### src/logic/scc_defines.svh
`ifndef SCC_DEFINES_SVH
`define SCC_DEFINES_SVH

// ----------------------------------------------------------------------
// Register byte offsets.
// ----------------------------------------------------------------------
`define SCC_CTRL_OFF      8'h00
`define SCC_STAT_OFF      8'h04
`define SCC_INT_STAT_OFF  8'h08
`define SCC_INT_MASK_OFF  8'h0C

// ----------------------------------------------------------------------
// Register fields and reset values.
// ----------------------------------------------------------------------
`define SCC_CTRL_FRAMER   0
`define SCC_CTRL_SEL_LO   1
`define SCC_CTRL_SEL_HI   2
`define SCC_CTRL_RST      3'h0
`define SCC_STAT_ALIGNED  0
`define SCC_STAT_TX_RD    1
`define SCC_STAT_RX_RD    2
`define SCC_INT_W         4
`define SCC_EV_RX_VIOL    0
`define SCC_EV_RX_DISP    1
`define SCC_EV_RX_COMMA   2
`define SCC_EV_TX_RSVD    3
`define SCC_INT_RST       4'h0
`define SCC_SEL_PRIMARY   2'h0

// ----------------------------------------------------------------------
// Special character byte codes.
// ----------------------------------------------------------------------
`define SCC_SC_EOF        8'h22
`define SCC_SC_VIOL       8'hE0
`define SCC_SC_NEGK       8'hE1
`define SCC_SC_POSK       8'hE2
`define SCC_SC_RDVIOL     8'hE4
`define SCC_SC_K285_PRI   8'h05
`define SCC_SC_PRI_LAST   8'h0B
`define SCC_K_NUM         12
`define SCC_K28_X         5'h1C
`define SCC_F_BIT         5

// ----------------------------------------------------------------------
// Ten-bit transmission characters and six- and four-bit sub-blocks, negative and positive forms.
// ----------------------------------------------------------------------
`define SCC_K285_NEG      10'h0FA
`define SCC_K285_POS      10'h305
`define SCC_VIOL_NEG      10'h278
`define SCC_VIOL_POS      10'h187
`define SCC_RDV_NEG       10'h375
`define SCC_RDV_POS       10'h08A
`define SCC_K7_NEG        4'h8
`define SCC_K7_POS        4'h7
`define SCC_K6_NEG        6'h0F
`define SCC_K6_POS        6'h30

`endif

### src/logic/scc_pkg.sv
package scc_pkg;

	typedef enum logic [2:0] {
		SCC_RX_DATA    = 3'b000,
		SCC_RX_SPECIAL = 3'b001,
		SCC_RX_VIOL    = 3'b101,
		SCC_RX_DISP    = 3'b110
	} scc_rx_status_type;

	typedef enum logic [2:0] {
		SCC_TX_DATA   = 3'b000,
		SCC_TX_KCHAR  = 3'b001,
		SCC_TX_EOF    = 3'b010,
		SCC_TX_VIOL   = 3'b011,
		SCC_TX_NEGK   = 3'b100,
		SCC_TX_POSK   = 3'b101,
		SCC_TX_RDVIOL = 3'b110,
		SCC_TX_RSVD   = 3'b111
	} scc_tx_kind_type;

endpackage : scc_pkg

### src/logic/scc_codec.sv
`timescale 1ns/10ps
`include "scc_defines.svh"
module scc_codec (
	// APB slave.
	input  wire logic                          pclk,
	input  wire logic                          presetn,
	input  wire logic                          psel,
	input  wire logic                          penable,
	input  wire logic                          pwrite,
	input  wire logic [7:0]                    paddr,
	input  wire logic [31:0]                   pwdata,
	output logic      [31:0]                   prdata,
	output logic                               pready,
	output logic                               pslverr,
	// Transmit character port.
	input  wire logic                          tx_valid,
	input  wire logic [7:0]                    tx_char,
	input  wire logic                          tx_char_type,
	input  wire logic                          violation_send,
	output logic      [9:0]                    tx_code,
	// Receive character port.
	input  wire logic                          rx_code_valid,
	input  wire logic [9:0]                    rx_code,
	output logic      [7:0]                    rx_char,
	output scc_pkg::scc_rx_status_type         rx_char_status,
	output logic                               rx_char_valid,
	// Interrupt.
	output logic                               irq
);
	import scc_pkg::*;

	// ----------------------------------------------------------------------
	// Code tables.
	// ----------------------------------------------------------------------
	localparam logic [5:0] ENC6 [32] = '{
		6'h27, 6'h1D, 6'h2D, 6'h31, 6'h35, 6'h29, 6'h19, 6'h38,
		6'h39, 6'h25, 6'h15, 6'h34, 6'h0D, 6'h2C, 6'h1C, 6'h17,
		6'h1B, 6'h23, 6'h13, 6'h32, 6'h0B, 6'h2A, 6'h1A, 6'h3A,
		6'h33, 6'h26, 6'h16, 6'h36, 6'h0E, 6'h2E, 6'h1E, 6'h2B};
	localparam logic [3:0] ENC4 [8] = '{
		4'hB, 4'h9, 4'h5, 4'hC, 4'hD, 4'hA, 4'h6, 4'hE};
	localparam logic [3:0] K28_4 [8] = '{
		4'h4, 4'h9, 4'h5, 4'h3, 4'h2, 4'hA, 4'h6, 4'h8};
	localparam logic [7:0] KLIST [`SCC_K_NUM] = '{
		8'h1C, 8'h3C, 8'h5C, 8'h7C, 8'h9C, 8'hBC,
		8'hDC, 8'hFC, 8'hF7, 8'hFB, 8'hFD, 8'hFE};
	localparam logic [4:0] ALT7_NEG_A = 5'h11;
	localparam logic [4:0] ALT7_NEG_B = 5'h12;
	localparam logic [4:0] ALT7_NEG_C = 5'h14;
	localparam logic [4:0] ALT7_POS_A = 5'h0B;
	localparam logic [4:0] ALT7_POS_B = 5'h0D;
	localparam logic [4:0] ALT7_POS_C = 5'h0E;
	localparam logic [4:0] X_D7       = 5'h07;
	localparam logic [2:0] Y_D3       = 3'h3;
	localparam logic [2:0] Y_D7       = 3'h7;

	// ----------------------------------------------------------------------
	// Encoding functions.
	// ----------------------------------------------------------------------
	function automatic logic rd_after6(input logic [5:0] s, input logic rd);
		logic [2:0] n;
		n = 3'($countones(s));
		if (n == 3'd4) begin
			return 1'b1;
		end else if (n == 3'd2) begin
			return 1'b0;
		end
		return rd;
	endfunction : rd_after6

	function automatic logic rd_after(input logic [9:0] c, input logic rd);
		logic [3:0] n;
		n = 4'($countones(c));
		if (n == 4'd6) begin
			return 1'b1;
		end else if (n == 4'd4) begin
			return 1'b0;
		end
		return rd;
	endfunction : rd_after

	function automatic logic [5:0] enc6(input logic [4:0] x, input logic rd);
		logic [5:0] s;
		s = ENC6[x];
		if (rd && ($countones(s) != 3 || x == X_D7)) begin
			s = ~s;
		end
		return s;
	endfunction : enc6

	function automatic logic [9:0] enc_data(input logic [7:0] b, input logic rd);
		logic [5:0] s6;
		logic       r6;
		logic [3:0] s4;
		s6 = enc6(b[4:0], rd);
		r6 = rd_after6(s6, rd);
		s4 = ENC4[b[7:5]];
		if (b[7:5] == Y_D7 && ((!r6 && (b[4:0] == ALT7_NEG_A || b[4:0] == ALT7_NEG_B
		    || b[4:0] == ALT7_NEG_C)) || (r6 && (b[4:0] == ALT7_POS_A
		    || b[4:0] == ALT7_POS_B || b[4:0] == ALT7_POS_C)))) begin
			s4 = `SCC_K7_POS;
		end
		if (r6 && ($countones(s4) != 2 || b[7:5] == Y_D3)) begin
			s4 = ~s4;
		end
		return {s6, s4};
	endfunction : enc_data

	function automatic logic [9:0] enc_k(input logic [7:0] k, input logic rd);
		logic [5:0] s6;
		logic [3:0] s4;
		if (k[4:0] == `SCC_K28_X) begin
			s6 = rd ? `SCC_K6_POS : `SCC_K6_NEG;
			s4 = rd ? ~K28_4[k[7:5]] : K28_4[k[7:5]];
		end else begin
			s6 = enc6(k[4:0], rd);
			s4 = rd ? `SCC_K7_POS : `SCC_K7_NEG;
		end
		return {s6, s4};
	endfunction : enc_k

	// ----------------------------------------------------------------------
	// Registers.
	// ----------------------------------------------------------------------
	logic                   framer_enable_reg;
	logic [1:0]             decode_table_select_reg;
	logic [`SCC_INT_W-1:0]  int_stat_reg;
	logic [`SCC_INT_W-1:0]  int_mask_reg;
	logic [`SCC_INT_W-1:0]  int_stat_next;
	logic [`SCC_INT_W-1:0]  events;
	logic                   tx_rd_reg;
	logic                   rx_rd_reg;
	logic                   patch_pending_reg;
	logic                   aligned_reg;
	logic [9:0]             tx_code_next;
	logic                   tx_patch_next;
	logic                   tx_rsvd;
	logic [7:0]             rx_char_next;
	scc_rx_status_type      rx_status_next;
	logic                   rx_comma;
	logic                   apb_access;
	logic                   apb_wr;
	logic                   apb_map;
	logic [31:0]            rd_word;

	// ----------------------------------------------------------------------
	// Transmit path.
	// ----------------------------------------------------------------------
	always_comb begin
		scc_tx_kind_type kind;
		logic [7:0]      kbyte;
		logic [7:0]      b;
		kind  = SCC_TX_DATA;
		kbyte = KLIST[5];
		b     = tx_char;
		tx_rsvd       = 1'b0;
		tx_patch_next = 1'b0;
		if (tx_char_type) begin
			kind = SCC_TX_RSVD;
			if (tx_char <= `SCC_SC_PRI_LAST) begin
				kind  = SCC_TX_KCHAR;
				kbyte = KLIST[tx_char[3:0]];
			end else if (tx_char == `SCC_SC_EOF) begin
				kind = SCC_TX_EOF;
			end else if (tx_char == `SCC_SC_VIOL) begin
				kind = SCC_TX_VIOL;
			end else if (tx_char == `SCC_SC_NEGK) begin
				kind = SCC_TX_NEGK;
			end else if (tx_char == `SCC_SC_POSK) begin
				kind = SCC_TX_POSK;
			end else if (tx_char == `SCC_SC_RDVIOL) begin
				kind = SCC_TX_RDVIOL;
			end else begin
				for (int i = 0; i < `SCC_K_NUM; i++) begin
					if (tx_char == KLIST[i]) begin
						kind  = SCC_TX_KCHAR;
						kbyte = tx_char;
					end
				end
			end
		end
		if (!tx_valid) begin
			tx_code_next = tx_rd_reg ? `SCC_K285_POS : `SCC_K285_NEG;
		end else if (violation_send) begin
			tx_code_next = tx_rd_reg ? `SCC_VIOL_POS : `SCC_VIOL_NEG;
		end else begin
			case (kind)
				SCC_TX_DATA: begin
					if (patch_pending_reg) begin
						b[`SCC_F_BIT] = ~tx_rd_reg;
					end
					tx_code_next = enc_data(b, tx_rd_reg);
				end
				SCC_TX_KCHAR: begin
					tx_code_next = enc_k(kbyte, tx_rd_reg);
				end
				SCC_TX_EOF: begin
					tx_code_next  = tx_rd_reg ? `SCC_K285_POS : `SCC_K285_NEG;
					tx_patch_next = 1'b1;
				end
				SCC_TX_VIOL: begin
					tx_code_next = tx_rd_reg ? `SCC_VIOL_POS : `SCC_VIOL_NEG;
				end
				SCC_TX_NEGK: begin
					tx_code_next = `SCC_K285_NEG;
				end
				SCC_TX_POSK: begin
					tx_code_next = `SCC_K285_POS;
				end
				SCC_TX_RDVIOL: begin
					tx_code_next = tx_rd_reg ? `SCC_RDV_POS : `SCC_RDV_NEG;
				end
				default: begin
					tx_code_next = tx_rd_reg ? `SCC_VIOL_POS : `SCC_VIOL_NEG;
					tx_rsvd      = 1'b1;
				end
			endcase
		end
	end

	always_ff @(posedge pclk or negedge presetn) begin
		if (!presetn) begin
			tx_code           <= `SCC_K285_NEG;
			tx_rd_reg         <= 1'b0;
			patch_pending_reg <= 1'b0;
		end else begin
			tx_code           <= tx_code_next;
			tx_rd_reg         <= rd_after(tx_code_next, tx_rd_reg);
			patch_pending_reg <= tx_patch_next;
		end
	end

	// ----------------------------------------------------------------------
	// Receive path.
	// ----------------------------------------------------------------------
	always_comb begin
		logic       alt;
		logic       hit;
		logic       bad;
		logic [3:0] kn;
		alt = (decode_table_select_reg != `SCC_SEL_PRIMARY);
		hit = 1'b0;
		bad = 1'b0;
		kn  = 4'h0;
		rx_char_next   = `SCC_SC_VIOL;
		rx_status_next = SCC_RX_VIOL;
		rx_comma       = 1'b0;
		if (rx_code == `SCC_K285_NEG || rx_code == `SCC_K285_POS) begin
			rx_comma       = 1'b1;
			rx_status_next = SCC_RX_SPECIAL;
			rx_char_next   = alt ? KLIST[5] : `SCC_SC_K285_PRI;
			if (rx_code == `SCC_K285_NEG && rx_rd_reg) begin
				rx_char_next = `SCC_SC_NEGK;
			end else if (rx_code == `SCC_K285_POS && !rx_rd_reg) begin
				rx_char_next = `SCC_SC_POSK;
			end
		end else begin
			for (int i = 0; i < 256; i++) begin
				if (enc_data(8'(i), rx_rd_reg) == rx_code) begin
					hit          = 1'b1;
					rx_char_next = 8'(i);
				end else if (enc_data(8'(i), ~rx_rd_reg) == rx_code) begin
					bad = 1'b1;
				end
			end
			for (int k = 0; k < `SCC_K_NUM; k++) begin
				if (enc_k(KLIST[k], rx_rd_reg) == rx_code) begin
					hit          = 1'b1;
					kn           = 4'(k);
					rx_char_next = alt ? KLIST[k] : {4'h0, 4'(k)};
				end else if (enc_k(KLIST[k], ~rx_rd_reg) == rx_code) begin
					bad = 1'b1;
				end
			end
			if (hit) begin
				rx_status_next = (kn != 4'h0 || rx_code[9:4] == `SCC_K6_NEG
				    || rx_code[9:4] == `SCC_K6_POS || rx_code[3:0] == `SCC_K7_NEG
				    && enc_k(KLIST[kn], rx_rd_reg) == rx_code)
				    ? SCC_RX_SPECIAL : SCC_RX_DATA;
			end else if (bad) begin
				rx_char_next   = `SCC_SC_RDVIOL;
				rx_status_next = SCC_RX_DISP;
			end else begin
				rx_char_next   = `SCC_SC_VIOL;
				rx_status_next = SCC_RX_VIOL;
			end
		end
	end

	always_ff @(posedge pclk or negedge presetn) begin
		if (!presetn) begin
			rx_char        <= 8'h00;
			rx_char_status <= SCC_RX_DATA;
			rx_char_valid  <= 1'b0;
			rx_rd_reg      <= 1'b0;
		end else begin
			rx_char_valid <= rx_code_valid;
			if (rx_code_valid) begin
				rx_char        <= rx_char_next;
				rx_char_status <= rx_status_next;
				rx_rd_reg      <= rd_after(rx_code, rx_rd_reg);
			end
		end
	end

	always_ff @(posedge pclk or negedge presetn) begin
		if (!presetn) begin
			aligned_reg <= 1'b0;
		end else if (!framer_enable_reg) begin
			aligned_reg <= 1'b0;
		end else if (rx_code_valid && rx_comma) begin
			aligned_reg <= 1'b1;
		end
	end

	// ----------------------------------------------------------------------
	// APB slave and interrupts.
	// ----------------------------------------------------------------------
	assign apb_access = psel && penable && !pready;
	assign apb_wr     = apb_access && pwrite;
	assign apb_map    = (paddr == `SCC_CTRL_OFF) || (paddr == `SCC_STAT_OFF)
	    || (paddr == `SCC_INT_STAT_OFF) || (paddr == `SCC_INT_MASK_OFF);

	always_comb begin
		rd_word = 32'h0000_0000;
		if (paddr == `SCC_CTRL_OFF) begin
			rd_word[`SCC_CTRL_FRAMER] = framer_enable_reg;
			rd_word[`SCC_CTRL_SEL_HI:`SCC_CTRL_SEL_LO] = decode_table_select_reg;
		end else if (paddr == `SCC_STAT_OFF) begin
			rd_word[`SCC_STAT_ALIGNED] = aligned_reg;
			rd_word[`SCC_STAT_TX_RD]   = tx_rd_reg;
			rd_word[`SCC_STAT_RX_RD]   = rx_rd_reg;
		end else if (paddr == `SCC_INT_STAT_OFF) begin
			rd_word[`SCC_INT_W-1:0] = int_stat_reg;
		end else if (paddr == `SCC_INT_MASK_OFF) begin
			rd_word[`SCC_INT_W-1:0] = int_mask_reg;
		end
	end

	always_comb begin
		events = '0;
		events[`SCC_EV_RX_VIOL]  = rx_code_valid && !rx_comma && rx_status_next == SCC_RX_VIOL;
		events[`SCC_EV_RX_DISP]  = rx_code_valid && rx_status_next == SCC_RX_DISP;
		events[`SCC_EV_RX_COMMA] = rx_code_valid && rx_comma;
		events[`SCC_EV_TX_RSVD]  = tx_valid && !violation_send && tx_rsvd;
		int_stat_next = int_stat_reg;
		if (apb_wr && paddr == `SCC_INT_STAT_OFF) begin
			int_stat_next = int_stat_next & ~pwdata[`SCC_INT_W-1:0];
		end
		int_stat_next = int_stat_next | events;
	end

	always_ff @(posedge pclk or negedge presetn) begin
		if (!presetn) begin
			pready  <= 1'b0;
			pslverr <= 1'b0;
			prdata  <= 32'h0000_0000;
		end else begin
			pready  <= apb_access;
			pslverr <= apb_access && !apb_map;
			prdata  <= (apb_access && !pwrite) ? rd_word : 32'h0000_0000;
		end
	end

	always_ff @(posedge pclk or negedge presetn) begin
		if (!presetn) begin
			framer_enable_reg       <= 1'b0;
			decode_table_select_reg <= `SCC_SEL_PRIMARY;
			int_mask_reg            <= `SCC_INT_RST;
		end else if (apb_wr) begin
			if (paddr == `SCC_CTRL_OFF) begin
				framer_enable_reg       <= pwdata[`SCC_CTRL_FRAMER];
				decode_table_select_reg <= pwdata[`SCC_CTRL_SEL_HI:`SCC_CTRL_SEL_LO];
			end else if (paddr == `SCC_INT_MASK_OFF) begin
				int_mask_reg <= pwdata[`SCC_INT_W-1:0];
			end
		end
	end

	always_ff @(posedge pclk or negedge presetn) begin
		if (!presetn) begin
			int_stat_reg <= `SCC_INT_RST;
			irq          <= 1'b0;
		end else begin
			int_stat_reg <= int_stat_next;
			irq          <= |(int_stat_next & int_mask_reg);
		end
	end

endmodule : scc_codec

### config.mk
export PLATFORM = sky130hd
export DESIGN_NAME = scc_codec
export DESIGN_NICKNAME = d
export VERILOG_FILES = /design/src/logic/scc_pkg.sv /design/src/logic/scc_codec.sv
export VERILOG_INCLUDE_DIRS = /design/src /design/src/logic
export SDC_FILE = /design/constraint.sdc
export NUM_CORES = 1
export LEC_CHECK = 0
export BUFFER_PORTS_ARGS = -buffer_cell sky130_fd_sc_hd__clkbuf_2
export CORE_ASPECT_RATIO = 0.9
export CORE_MARGIN = 2
export CORE_UTILIZATION = 35
export DETAILED_ROUTE_END_ITERATION = 12
export GPL_TIMING_DRIVEN = 1
export PLACE_DENSITY_LB_ADDON = 0.2
export RECOVER_POWER = 100
export SLEW_MARGIN = 20
export SYNTH_ARGS = -nofsm -noshare
export SYNTH_HDL_FRONTEND = slang
export SYNTH_SLANG_ARGS = --single-unit
export TNS_END_PERCENT = 5
### constraint.sdc
create_clock -name pclk -period 7.9 [get_ports pclk]
set_input_delay 1.58 -clock pclk [delete_from_list [all_inputs] [get_ports pclk]]
set_output_delay 1.58 -clock pclk [all_outputs]
set_load 0.02 [all_outputs]
Word level (Yosys, flattened, before mapping)
Memory sizes are Yosys's and may differ from the RTL's.
Cells that the tools add are included.
{"block": "classes", "addsub": 415, "n_lt_le_gt_ge": 9, "n_eq_ne": 670, "n_mux": 2563, "bitwise": 29, "reduce_logical": 62}
{"op": "== test 10 bit", "count": 321}
{"op": "two-way mux 8 bit", "count": 303}
{"op": "two-way mux 4 bit", "count": 533}
{"op": "two-way mux 6 bit", "count": 311}
{"op": "two-way mux 1 bit", "count": 1382}
{"op": "adder 1 x 1 -> 2 bit", "count": 250}
{"op": "== test 9 x 10 -> 1 bit", "count": 48}
{"op": "== test 10 bit (first input constant)", "count": 36}
{"op": "adder 2 x 2 -> 3 bit", "count": 87}
{"op": "== test 8 x 10 -> 1 bit", "count": 24}
{"op": "== test 9 x 10 -> 1 bit (first input constant)", "count": 24}
{"op": "== test 3 bit (second input constant)", "count": 77}
{"op": "== test 3 x 2 -> 1 bit (second input constant)", "count": 74}
{"op": "adder 3 x 2 -> 3 bit", "count": 71}
{"op": "== test 8 x 10 -> 1 bit (first input constant)", "count": 12}
{"op": "== test 8 bit (second input constant)", "count": 12}
{"op": "two-way mux 3 bit", "count": 24}
{"op": "case mux 10 bit (6 select lines)", "count": 1}
{"op": "two-way mux 10 bit", "count": 5}
{"op": "NOT 4 bit", "count": 12}
{"op": "logical AND 1 bit", "count": 30}
{"op": "!= test 3 x 2 -> 1 bit (second input constant)", "count": 9}
{"op": "== test 5 bit (second input constant)", "count": 5}
{"op": "greater-or-equal comparator 6 bit (second input constant)", "count": 3}
{"op": "42 further kinds", "count": 94}
{"block": "word_totals", "reg_bits": 44, "mem_bits_ro": 928, "inputBits": 67, "word_cells": 3772, "memories": 8}
{"name": "(no name shown)", "depth": 32, "width": 6, "rd": 1, "rd_clocked_by_memory_dff": 0, "wr": 0, "line_no": "scc_codec.sv:84", "text": "s = ENC6[x];"}
{"name": "(no name shown)", "depth": 32, "width": 6, "rd": 1, "rd_clocked_by_memory_dff": 0, "wr": 0, "line_no": "scc_codec.sv:84"}
{"name": "(no name shown)", "depth": 32, "width": 6, "rd": 1, "rd_clocked_by_memory_dff": 0, "wr": 0, "line_no": "scc_codec.sv:84"}
{"name": "(no name shown)", "depth": 16, "width": 8, "rd": 1, "rd_clocked_by_memory_dff": 0, "wr": 0, "line_no": "scc_codec.sv:278", "text": "&& enc_k(KLIST[kn], rx_rd_reg) == rx_code)"}
{"name": "(no name shown)", "depth": 16, "width": 8, "rd": 1, "rd_clocked_by_memory_dff": 0, "wr": 0, "line_no": "scc_codec.sv:162", "text": "kbyte = KLIST[tx_char[3:0]];"}
{"name": "(no name shown)", "depth": 8, "width": 4, "rd": 1, "rd_clocked_by_memory_dff": 0, "wr": 0, "line_no": "scc_codec.sv:114", "text": "s4 = rd ? ~K28_4[k[7:5]] : K28_4[k[7:5]];"}
{"name": "2 more memories"}

Depth between registers and ports, before layout
Gate-level depths: netlist of run 1.
{"block": "logic_depth", "ltp_word": 514, "mapped_depth": 49}

Worst setup path before layout of run 1
OpenSTA, ideal clock, no wires.
{"block": "synth_path", "path_type": "input to register", "from": "input tx_char[3]", "to": "register tx_rd_reg", "setup_time_ns": 0.077, "t_arrival_ns": 11.632, "slack_ns": -3.809, "stages": 43, "path_buffers": 3, "cell_sequence": "clkbuf_1 > clkbuf_1 > buf_1 > nor2_1 > o21ai_0 > o21ai_0 > fa_1 > inv_1 > fa_1 > inv_1 > ha_1 > fa_1 > nand2_1 > a311o_1 > nand2_1 > xnor2_1 > ha_1 > fa_1 > (+7 left out) > fa_1 > ha_1 > ha_1 > o211ai_1 > nand3b_1 > xnor2_1 > a221oi_1 > o22a_1 > fa_1 > fa_1 > fa_1 > inv_1 > ha_1 > a2111oi_0 > a21oi_1 > nor2_1 > nor2_1 > a21oi_1"}
{"block": "synth_between", "elab_chain_len": 51}
{"item": "from (decl)", "line_no": "scc_codec.sv:17", "text": "input wire logic [7:0] tx_char,"}
{"item": "NOT 5 -> 6 bit (implied by the code)", "line_no": "scc_codec.sv:84"}
{"item": "memory read (32 x 6 bit)"}
{"item": "two-way mux 6 bit (implied by the code) (2 in series)", "line_no": "scc_codec.sv:84"}
{"item": "adder 1 x 1 -> 2 bit (implied by the code)", "line_no": "scc_codec.sv:85", "text": "if (rd && ($countones(s) != 3 || x == X_D7)) begin"}
{"item": "adder 2 x 2 -> 3 bit (implied by the code)", "line_no": "scc_codec.sv:85"}
{"item": "adder 3 x 2 -> 4 bit (implied by the code)", "line_no": "scc_codec.sv:85"}
{"item": "!= test 4 x 2 -> 1 bit", "line_no": "scc_codec.sv:85"}
{"item": "logical OR 1 bit", "line_no": "scc_codec.sv:85"}
{"item": "(+34 left out)"}
{"item": "two-way mux 10 bit *", "line_no": "scc_codec.sv:182", "text": "if (!tx_valid) begin"}
{"item": "adder 1 x 1 -> 2 bit (implied by the code)", "line_no": "scc_codec.sv:73", "text": "n = 4'($countones(c));"}
{"item": "adder 2 x 2 -> 3 bit (implied by the code)", "line_no": "scc_codec.sv:73"}
{"item": "adder 3 x 3 -> 4 bit (implied by the code)", "line_no": "scc_codec.sv:73"}
{"item": "adder 4 x 2 -> 4 bit (implied by the code) *", "line_no": "scc_codec.sv:73"}
{"item": "== test 4 x 3 -> 1 bit", "line_no": "scc_codec.sv:76", "text": "end else if (n == 4'd4) begin"}
{"item": "two-way mux 1 bit", "line_no": "scc_codec.sv:76"}
{"item": "two-way mux 1 bit", "line_no": "scc_codec.sv:74", "text": "if (n == 4'd6) begin"}
{"item": "to (signal assigned)", "line_no": "scc_codec.sv:228", "text": "tx_rd_reg <= rd_after(tx_code_next, tx_rd_reg);"}
{"item": "to (decl)", "line_no": "scc_codec.sv:131", "text": "logic tx_rd_reg;"}
Every way passes the cells marked *; elsewhere a longest branch is shown, timed or not. The select of a mux whose other input is x is not followed.
A chain may end at the register's enable or synchronous reset.

Worst setup path after layout of run 1
{"block": "layout_path", "from": "input tx_char[1]", "to": "register tx_rd_reg"}
The elaborated chain is that of the path after synthesis.

==> results by group, run 1 <==
Status
  – Status: complete, but fails checks
  – Violated checks: capacitance limit, slew limit, setup timing

Synthesis
  – Top FF cell, synth: dfrtp_1
  – EDFF count, synth: 0
  – Syn Area/Cell: around 6.9 um^2
  – Synth warn: 0
  – FF+latch count, synth: 44
  – Distinct cell type count of the synthesized netlist: 96
  – Register area share after synthesis: 0.105
  – Top post-synthesis cells by area: dfrtp_1 9.0%, a21oi_1 5.3%, nand2_1 5.0%
  – Post-synth ARST share: 1.00
  – Post-synth top area share: 0.0897
  – Cell area after synthesis: between 0.01 and 0.015 mm^2
  – Area leader, netlist: dfrtp_1
  – Synth Instances: between 1500 and 2000

Worst hold path
  – HP Class: reg -> reg

Timing
  – Setup violations, final: 5
  – Final worst-path cycle share: 1.40
  – Slew at the pin closest to its max-slew limit: around 2.4 ns
  – Relative max-transition margin: -0.575
  – Pins over their slew limit: between 80 and 90
  – Tmin final: around 11 ns
  – Highest clock rate: 0.0905 GHz
  – Unrepaired setup endpoints after global routing: yes
  – Hold Fails Final Rpt: 0
  – Worst Setup Slack, final: -3.15 ns
  – Final Skew: between 0.006 and 0.007 ns

Flow run
  – Max_cap viols: 2

Critical path
  – Critical path's slowest cell: fa_2
  – Top cell by count, worst path: fa_1
  – CP max stage delay: ~0.56 ns
  – Worst setup EP type: register
  – Worst-path maximum fanout: 4
  – Worst path bufs/invs: 8
  – Arrival time at the worst endpoint: ~11 ns
  – WP data required: just over 8 ns
  – Crit path launch type: input pin
  – Critical path type: in -> reg
  – Cell class contributing the biggest share of worst-path delay: adder cells

Detailed routing
  – DRC violations left: 0
  – Final ANT Viol Nets: 0
  – Via Count: 13600
  – Iteration count of the initial detailed-routing pass: 7
  – WL final: just under 60 mm
  – Starting DRT DRC Count: 2117
  – Wire length per cell: around 29 um
  – Vias per inst: 6.74

Die
  – Initial core utilization: 0.355
  – # rows: 60
  – Core area: between 0.02 and 0.03 mm^2
  – Die Ht: roughly 170 um
  – IO Pins: between 100 and 150
  – Die W: 187 um
  – Die area: about 0.032 mm^2

Pwr
  – Clock network power share: 0.093
  – P_leak: around 0.0046 uW
  – PwrDens: 213 mW/mm^2
  – Sw frac: 0.525
  – Internal: 1220 uW
  – Switching power: between 1000 and 1500 uW
  – Logic pwr share: 0.778
  – Reg power frac: 0.128
  – Max IR drop VDD: 0.194 mV

Cells and area
  – Most frequent cells in the layout: 139 x nand2_1, 138 x buf_4, 122 x nor2_1, 111 x a21oi_1, 97 x o21ai_0
  – Number of nets in the layout: 1729
  – Final core occ: 0.404
  – Fin area: ~0.012 mm^2
  – Share of cells above drive strength 1: 0.168
  – Top Registers: tx_code (10), rx_char (8)
  – Area growth syn-to-layout: 13.8%
  – Commonest non-fill, non-tap cell in the layout: nand2_1
  – Max reg flops: 10
  – Fill cell count: about 3300
  – Biggest register: tx_code

Clock network
  – Number of buffers created by CTS: 5
  – Clock sink count: 44
  – Clock latency on the worst-skew pair: between 0.2 and 0.3 ns
  – CTS H-tree lvls: 2
  – CTS tree: done
  – Clk pin slew, worst setup/hold paths: 0.07 ns
  – Hold_buf cts: 0
  – Root buf cell: clkbuf_16
  – Clk buf depth: 2

Place
  – Dpl cell area: ~0.012 mm^2
  – Dpl hpwl: 44.2 mm
  – Placer congestion estimate: 1.06
  – PortBufs: 67

GRT
  – Largest net degree at the start of global routing: 66
  – Global-route wire length before repair: 83.8 mm
  – Antenna violations before repair: 2
  – GRT Residual Overflow: 0
  – Vias in the first global route: about 13000
  – GRT Overall Usage: 0.352
[logic make-up (layout without fill, tap and decap cells)]
kind of cell,after synthesis,in the layout,share of synthesized area
muxes,28,28,0.0281
DFF,44,44,0.105
other,2,31,0.000708
AOI/OAI and AO/OA,581,581,0.375
and+or+nand+nor,580,580,0.289
adders and majority gates,46,46,0.0691
buffers and inverters,223,274,0.104
xor gates and xnor gates,35,35,0.0296
[cell type report]
| class | count | area [um^2] | area share |
|---|---|---|---|
| flip-flops and latches | 44 | 1110 | 0.0919 |
| well taps | 403 | 504 | 0.0418 |
| clock inverters | 3 | 46.3 | 0.00383 |
| clock buffers | 5 | 125 | 0.0104 |
| diodes | 2 | 5.00 | 0.000415 |
| multi-input cells | 1299 | 8680 | 0.719 |
| repair buffers | 212 | 1390 | 0.115 |
| inverters | 54 | 210 | 0.0174 |
[stage by stage]
stage	total power [uW]	hold WS, ns	cells	TNS, ns	worst slack, ns
global route	2740	0.546	2020	-7.10	-3.57
detailed placement	2160	0.489	2006	-8.35	-3.67
floorplan	1560	0.464	1566	-6.29	-3.24
CTS	2470	0.507	2018	-5.29	-3.12
global placement	2140	0.488	2006	-7.47	-3.46
finish	2570	0.511	2022	-5.52	-3.15
[path summary, 6_finish.rpt]
kind / start / end / slack, ns / cells after the start
worst max register to register: tx_rd_reg / tx_rd_reg / 0.47 / 34
worst min-delay path: aligned_reg / aligned_reg / 0.51 / 1
worst max-delay path: tx_char[1] / tx_rd_reg / -3.15 / 47
max in group asynchronous: presetn / rx_rd_reg / 4.28 / 2
min in group asynchronous: presetn / aligned_reg / 2.09 / 2
worst min register to register: aligned_reg / aligned_reg / 0.51 / 1
[per-layer routing]
metal,vias to the layer above,GRT usage,share of wire
met5,-,0,0.00047
li1,5951,-,-
met4,4,0.136,0.044
met2,938,0.478,0.39
met1,6547,0.496,0.43
met3,198,0.134,0.13
[cells in the mapped netlist, drive strengths merged, types with 15 or more instances]
master and count:
o22ai 62, nor2b 25, xnor2 15, dfrtp 38
a2111oi 19, a31oi 26, nor2 124, nand2 141
nand4 19, ha 25, buf 103, and2 17
o21ai 115, o211ai 18, nor4bb 15, nand3b 16
clkbuf 66, and3 17, a21oi 113, nor4 16
xor2 20, a211oi 16, inv 53, nand3 43
or2 15, nor3 45, a22oi 36, fa 21
nand2b 28, o32ai 17
[power groups by stage]
stage          Clock, uW  Combinational (uW)  Sequential [uW]
4_1_cts              245                1900              329
2_1_floorplan          0                1200              356
3_5_place_dp           0                1830              333
5_1_grt              256                2150              335
6_report             240                2000              329
3_3_place_gp           0                1810              331
[timing repair]
action | 4_1_cts | 5_1_grt
setup endpoints to repair | 5 | 5
pin swaps | 29 | 12
resized for setup | 22 | 5
buffers inserted | 4 | 2
Power figures use the tool's default switching activity.
==> run 2, diff against run 1 <==
- MAX_ROUTING_LAYER: unset -> met4
==> run 2 against run 1 <==
Effect of this change: the flow still finishes with violations (capacitance limit, slew limit, setup timing); count of clock-buffer cells in the layout grew 1; design area grew 0.61%; clock power grew 3%; combinational power is essentially flat; sequential share of layout area shrank 0.056 points; hold slack lost 0.016 ns; first-iteration DRC count grew 8.5%; die area is the same; utilization grew 0.25 points; final cell count grew 0.54%; register-to-register slack lost 0.04 ns; largest cell class unchanged.
==> results by group, run 2 (same netlist as run 1, synthesis figures left out) <==
Clock network
  – CTS H-tree lvls: 2
  – Clock sink count: 44
  – Clk pin slew, worst setup/hold paths: roughly 0.060 ns
  – CTS tree: done
  – Clk buf depth: 2
  – Number of buffers created by CTS: 5
  – Clock latency on the worst-skew pair: between 0.2 and 0.3 ns
  – Root buf cell: clkbuf_16

Place
  – PortBufs: 67
  – Dpl cell area: roughly 0.012 mm^2
  – Dpl hpwl: approximately 45 mm
  – Placer congestion estimate: about 1.1
  – DP Cell Count: ~2000

Timing
  – Relative max-transition margin: -0.551
  – Slew at the pin closest to its max-slew limit: between 2 and 2.5 ns
  – Hold Fails Final Rpt: 0
  – Final Skew: approximately 0.0045 ns
  – Final worst-path cycle share: 1.41
  – Worst Setup Slack, final: -3.23 ns
  – Setup violations, final: 5
  – Tmin final: roughly 11 ns
  – Pins over their slew limit: 82
  – Unrepaired setup endpoints after global routing: yes
  – Post-Route Setup TNS: -6.41 ns
  – Highest clock rate: ~0.09 GHz

Detailed routing
  – DRC violations left: 0
  – Final ANT Viol Nets: 0
  – Iteration count of the initial detailed-routing pass: 6
  – Vias per inst: between 6 and 7
  – Starting DRT DRC Count: roughly 2300
  – Via Count: ~14000
  – WL final: between 50 and 60 mm
  – Wire length per cell: ~29 um

Flow run
  – Max_cap viols: 2

Critical path
  – WP data required: a little over 8 ns
  – Worst-path maximum fanout: 4
  – Crit path launch type: input pin
  – Worst setup EP type: register
  – Arrival time at the worst endpoint: 11.30 ns
  – Top cell by count, worst path: fa_1
  – Worst r2r dst: tx_rd_reg
  – Critical path type: in -> reg
  – R2r worst-path depth: 34
  – Critical path's slowest cell: fa_1
  – Reg2Reg Setup Slack: approximately 0.43 ns
  – R2R Path Start: tx_rd_reg
  – CP max stage delay: 0.55 ns

Pwr
  – PwrDens: 212 mW/mm^2
  – Max IR drop VDD: 0.217 mV
  – P_leak: 0.00464 uW

Cells and area
  – Most frequent cells in the layout: 149 x buf_4, 139 x nand2_1, 122 x nor2_1, 111 x a21oi_1, 97 x o21ai_0
  – Number of nets in the layout: between 1500 and 2000
  – Final cell count without fillers: 2033
  – Top Registers: tx_code (10), rx_char (8)
  – Max reg flops: 10
  – Fill cell count: 3279
  – Biggest register: tx_code
  – Fin area: between 0.01 and 0.015 mm^2
  – Commonest non-fill, non-tap cell in the layout: buf_4
  – Area growth syn-to-layout: 14.5%
  – Share of cells above drive strength 1: 0.175
  – Final core occ: 0.406

GRT
  – Largest net degree at the start of global routing: 45
  – Antenna violations before repair: 3
  – GRT Overall Usage: 0.367
  – Vias in the first global route: approximately 13000
  – Global-route wire length before repair: approximately 85 mm
  – GRT Residual Overflow: 0

Die
  – Die area: 0.0317 mm^2
  – IO Pins: approximately 120
  – Die Ht: approximately 170 um
  – Core area: around 0.030 mm^2
  – # rows: 60
  – Die W: roughly 190 um
  – Initial core utilization: 0.355

Worst hold path
  – HP Class: reg -> reg
  – Worst Hold Path Cells: 1
  – Worst Hold End: aligned_reg
  – Hold Crit Start: aligned_reg

Status
  – Violated checks: capacitance limit, slew limit, setup timing
  – Status: complete, but fails checks
==> run 2: through the flow <==
step	total power (uW)	hold WS (ns)	setup WS, ns
2_1_floorplan	1560	0.464	-3.24
3_3_place_gp	2140	0.484	-3.45
3_5_place_dp	2170	0.482	-3.67
4_1_cts	2550	0.497	-3.21
5_1_grt	2780	0.537	-3.74
6_report	2570	0.495	-3.23
==> run 2: power by group <==
group / switching [uW] / internal [uW]
Clock: 87.4 / 158
Sequential: 28.3 / 284
Combinational: 1220 / 793
==> run 2: final cells by class <==
| type | instances | area, um^2 | area share |
|---|---|---|---|
| antenna | 3 | 7.51 | 0.000618 |
| clock buffer | 6 | 139 | 0.0114 |
| clock inverter | 2 | 38.8 | 0.00319 |
| inverter | 54 | 213 | 0.0175 |
| multi-input combinational | 1299 | 8650 | 0.712 |
| sequential | 44 | 1110 | 0.0914 |
| tap | 403 | 504 | 0.0415 |
| timing repair buffer | 222 | 1480 | 0.122 |
==> run 2: worst max path at each step <==
stage	from	to	cells past startpoint	slack (ns)
global route	tx_char[0]	tx_rd_reg	46	-3.74
CTS	tx_char[0]	tx_rd_reg	46	-3.21
floorplan	tx_char[2]	tx_rd_reg	47	-3.24
finish	tx_char[0]	tx_rd_reg	47	-3.23
detailed placement	tx_char[0]	tx_rd_reg	48	-3.67
global placement	tx_char[0]	tx_rd_reg	47	-3.45
==> run 2: what timing repair did <==
item,in CTS,in global routing
pin swaps,31,13
endpoints found under the setup margin,5,5
hold buffers,0,0
gates resized for setup,25,3
buffers inserted,6,1
==> run 2: routing by layer <==
metal,vias to the layer above,GRT usage,part of all wire
met5,-,-,0
met3,206,0.137,0.14
li1,5962,-,-
met2,996,0.492,0.39
met1,6574,0.501,0.43
met4,0,0.123,0.045
==> run 2: critical path: cells and delay by family <==
| family | cells | cell delay, ns |
|---|---|---|
| adder cells (fa/ha/maj) | 17 | 6.24 |
| AO/OA/AOI/OAI | 11 | 1.71 |
| AND/OR/NAND/NOR | 9 | 1.04 |
| buffers and inverters | 8 | 0.47 |
| XOR/XNOR | 2 | 0.23 |
==> run 3, diff against run 2 <==
- SKIP_LAST_GASP: unset -> 1
==> run 3 against run 2 <==
Effect of this change: the run still ends with capacitance limit, slew limit, setup timing left; register-to-register slack lost 0.02 ns; critical endpoint unchanged; count of clock-buffer cells in the layout stayed put; die area is the same; design area about the same; highest routed layer unchanged; maximum frequency increased by 0.15%; critical path type unchanged; non-clock buffer count unchanged; via count fell by 0.60%; sequential power about the same; sequential share of layout area hardly changed.
==> results by group, run 3 (same netlist as run 1, synthesis figures left out) <==
GRT
  – GRT Residual Overflow: 0
  – Antenna violations before repair: 3
  – Vias in the first global route: about 13000
  – GRT Overall Usage: 0.367
  – Largest net degree at the start of global routing: 45
  – Global-route wire length before repair: 85.3 mm

Cells and area
  – Max reg flops: 10
  – Top Registers: tx_code (10), rx_char (8)
  – Area growth syn-to-layout: 14.5%
  – Share of cells above drive strength 1: 0.174
  – Reg area: 0.00111 mm^2
  – Number of nets in the layout: approximately 1700
  – Biggest register: tx_code
  – Multi-input logic area: slightly below 0.009 mm^2
  – Most frequent cells in the layout: 149 x buf_4, 139 x nand2_1, 122 x nor2_1, 111 x a21oi_1, 98 x o21ai_0
  – Commonest non-fill, non-tap cell in the layout: buf_4
  – Final cell count without fillers: 2033
  – Fill cell count: approximately 3300

Pwr
  – Internal: about 1200 uW
  – Max IR drop VDD: 0.218 mV
  – Reg power frac: 0.122
  – Design Power: roughly 2600 uW
  – Clock network power share: 0.096
  – Logic pwr share: 0.783
  – Sw frac: 0.520
  – Switching power: about 1300 uW
  – PwrDens: ~210 mW/mm^2
  – P_leak: roughly 0.0046 uW

Detailed routing
  – WL final: 58.3 mm
  – Via Count: approximately 14000
  – DRC violations left: 0
  – Iteration count of the initial detailed-routing pass: 7
  – Wire length per cell: 28.7 um
  – Final ANT Viol Nets: 0
  – Starting DRT DRC Count: around 2200
  – Vias per inst: 6.72

Timing
  – Setup violations, final: 5
  – Unrepaired setup endpoints after global routing: yes
  – Final worst-path cycle share: 1.41
  – Highest clock rate: around 0.090 GHz
  – Worst Setup Slack, final: -3.21 ns
  – Relative max-transition margin: -0.553
  – Hold Fails Final Rpt: 0
  – Tmin final: 11.11 ns
  – Slew at the pin closest to its max-slew limit: 2.33 ns
  – Pins over their slew limit: 82
  – Final Skew: 0.00437 ns

Place
  – Dpl hpwl: between 40 and 50 mm
  – DP Cell Count: 2015
  – PortBufs: between 60 and 70
  – Placer congestion estimate: 1.07

Worst hold path
  – HP Class: reg -> reg
  – Hold Crit Start: aligned_reg
  – Worst Hold End: aligned_reg
  – Worst Hold Path Cells: 1

Critical path
  – Crit path launch type: input pin
  – Critical path's slowest cell: fa_1
  – CP max stage delay: ~0.55 ns
  – Top cell by count, worst path: fa_1
  – Critical path type: in -> reg
  – WP data required: 8.07 ns
  – Worst r2r dst: tx_rd_reg
  – R2R Path Start: tx_rd_reg
  – Worst-path maximum fanout: 4
  – Reg2Reg Setup Slack: slightly above 0.4 ns
  – Arrival time at the worst endpoint: between 10 and 15 ns
  – Critical Path Source: tx_char[0]
  – R2r worst-path depth: 34
  – Worst setup EP type: register

Die
  – Core area: approximately 0.030 mm^2
  – Die Ht: 169 um
  – Die W: 187 um
  – Initial core utilization: 0.355
  – # rows: 60
  – IO Pins: roughly 120
  – Die area: approximately 0.032 mm^2

Clock network
  – Clk pin slew, worst setup/hold paths: approximately 0.06 ns
  – CTS tree: done
  – Clock sink count: 44
  – Number of buffers created by CTS: 5
  – Clk buf depth: 2
  – CTS H-tree lvls: 2
  – Clock latency on the worst-skew pair: roughly 0.28 ns
  – Root buf cell: clkbuf_16

Status
  – Status: complete, but fails checks
  – Violated checks: capacitance limit, slew limit, setup timing

Flow run
  – Max_cap viols: 2
[run 3: stage by stage]
| stage | utilization | hold slack, ns | setup slack, ns | area [um^2] | TNS, ns |
|---|---|---|---|---|---|
| floorplan | - | 0.464 | -3.24 | 10800 | -6.29 |
| global placement | 0.397 | 0.484 | -3.45 | 11900 | -7.52 |
| detailed placement | 0.397 | 0.482 | -3.67 | 11900 | -8.49 |
| CTS | 0.408 | 0.497 | -3.21 | 12200 | -6.05 |
| global route | 0.406 | 0.537 | -3.74 | 12100 | -8.32 |
| finish | 0.406 | 0.495 | -3.21 | 12100 | -6.35 |
[run 3: final cells by class]
class                      count  share of cell area
timing repair buffer         222               0.122
antenna                        3            0.000618
clock inverter                 2             0.00319
inverter                      54              0.0175
clock buffer                   6              0.0114
tap                          403              0.0415
sequential                    44              0.0914
multi-input combinational   1299               0.712
[run 3: how the worst max path moves through the flow]
stage	end	slack, ns	depth (start not counted)
after floorplan	tx_rd_reg	-3.24	47
after global placement	tx_rd_reg	-3.45	47
after CTS	tx_rd_reg	-3.21	46
after global routing	tx_rd_reg	-3.74	47
final	tx_rd_reg	-3.21	47
after detailed placement	tx_rd_reg	-3.67	48
[run 3: repair_timing]
item,4_1_cts,5_1_grt
resized for setup,24,1
pin swaps,30,13
endpoints found under the hold margin,0,0
endpoints found under the setup margin,5,5
hold buffers,0,0
buffers inserted,6,1
[run 3: worst max-delay path: cells and delay by family]
family                     cells  cell delay (ns)
xor gates and xnor gates       2             0.23
buffers and inverters          8             0.48
adders and majority gates     17             6.22
and+or+nand+nor                9             1.05
AOI/OAI and AO/OA             11             1.70
[run 3: power by group through the flow]
stage	logic [uW]	clock network (uW)	registers [uW]
CTS	1980	250	314
floorplan	1200	0	356
global route	2200	258	319
finish	2010	246	313
global placement	1820	0	317
detailed placement	1850	0	318
[run 3: metal layers]
| metal | routed length, um | GRT usage | part of all wire |
|---|---|---|---|
| met5 | 0 | - | 0 |
| met4 | 2340 | 0.123 | 0.040 |
| met3 | 7820 | 0.137 | 0.13 |
| met2 | 22900 | 0.492 | 0.39 |
| met1 | 25200 | 0.501 | 0.43 |
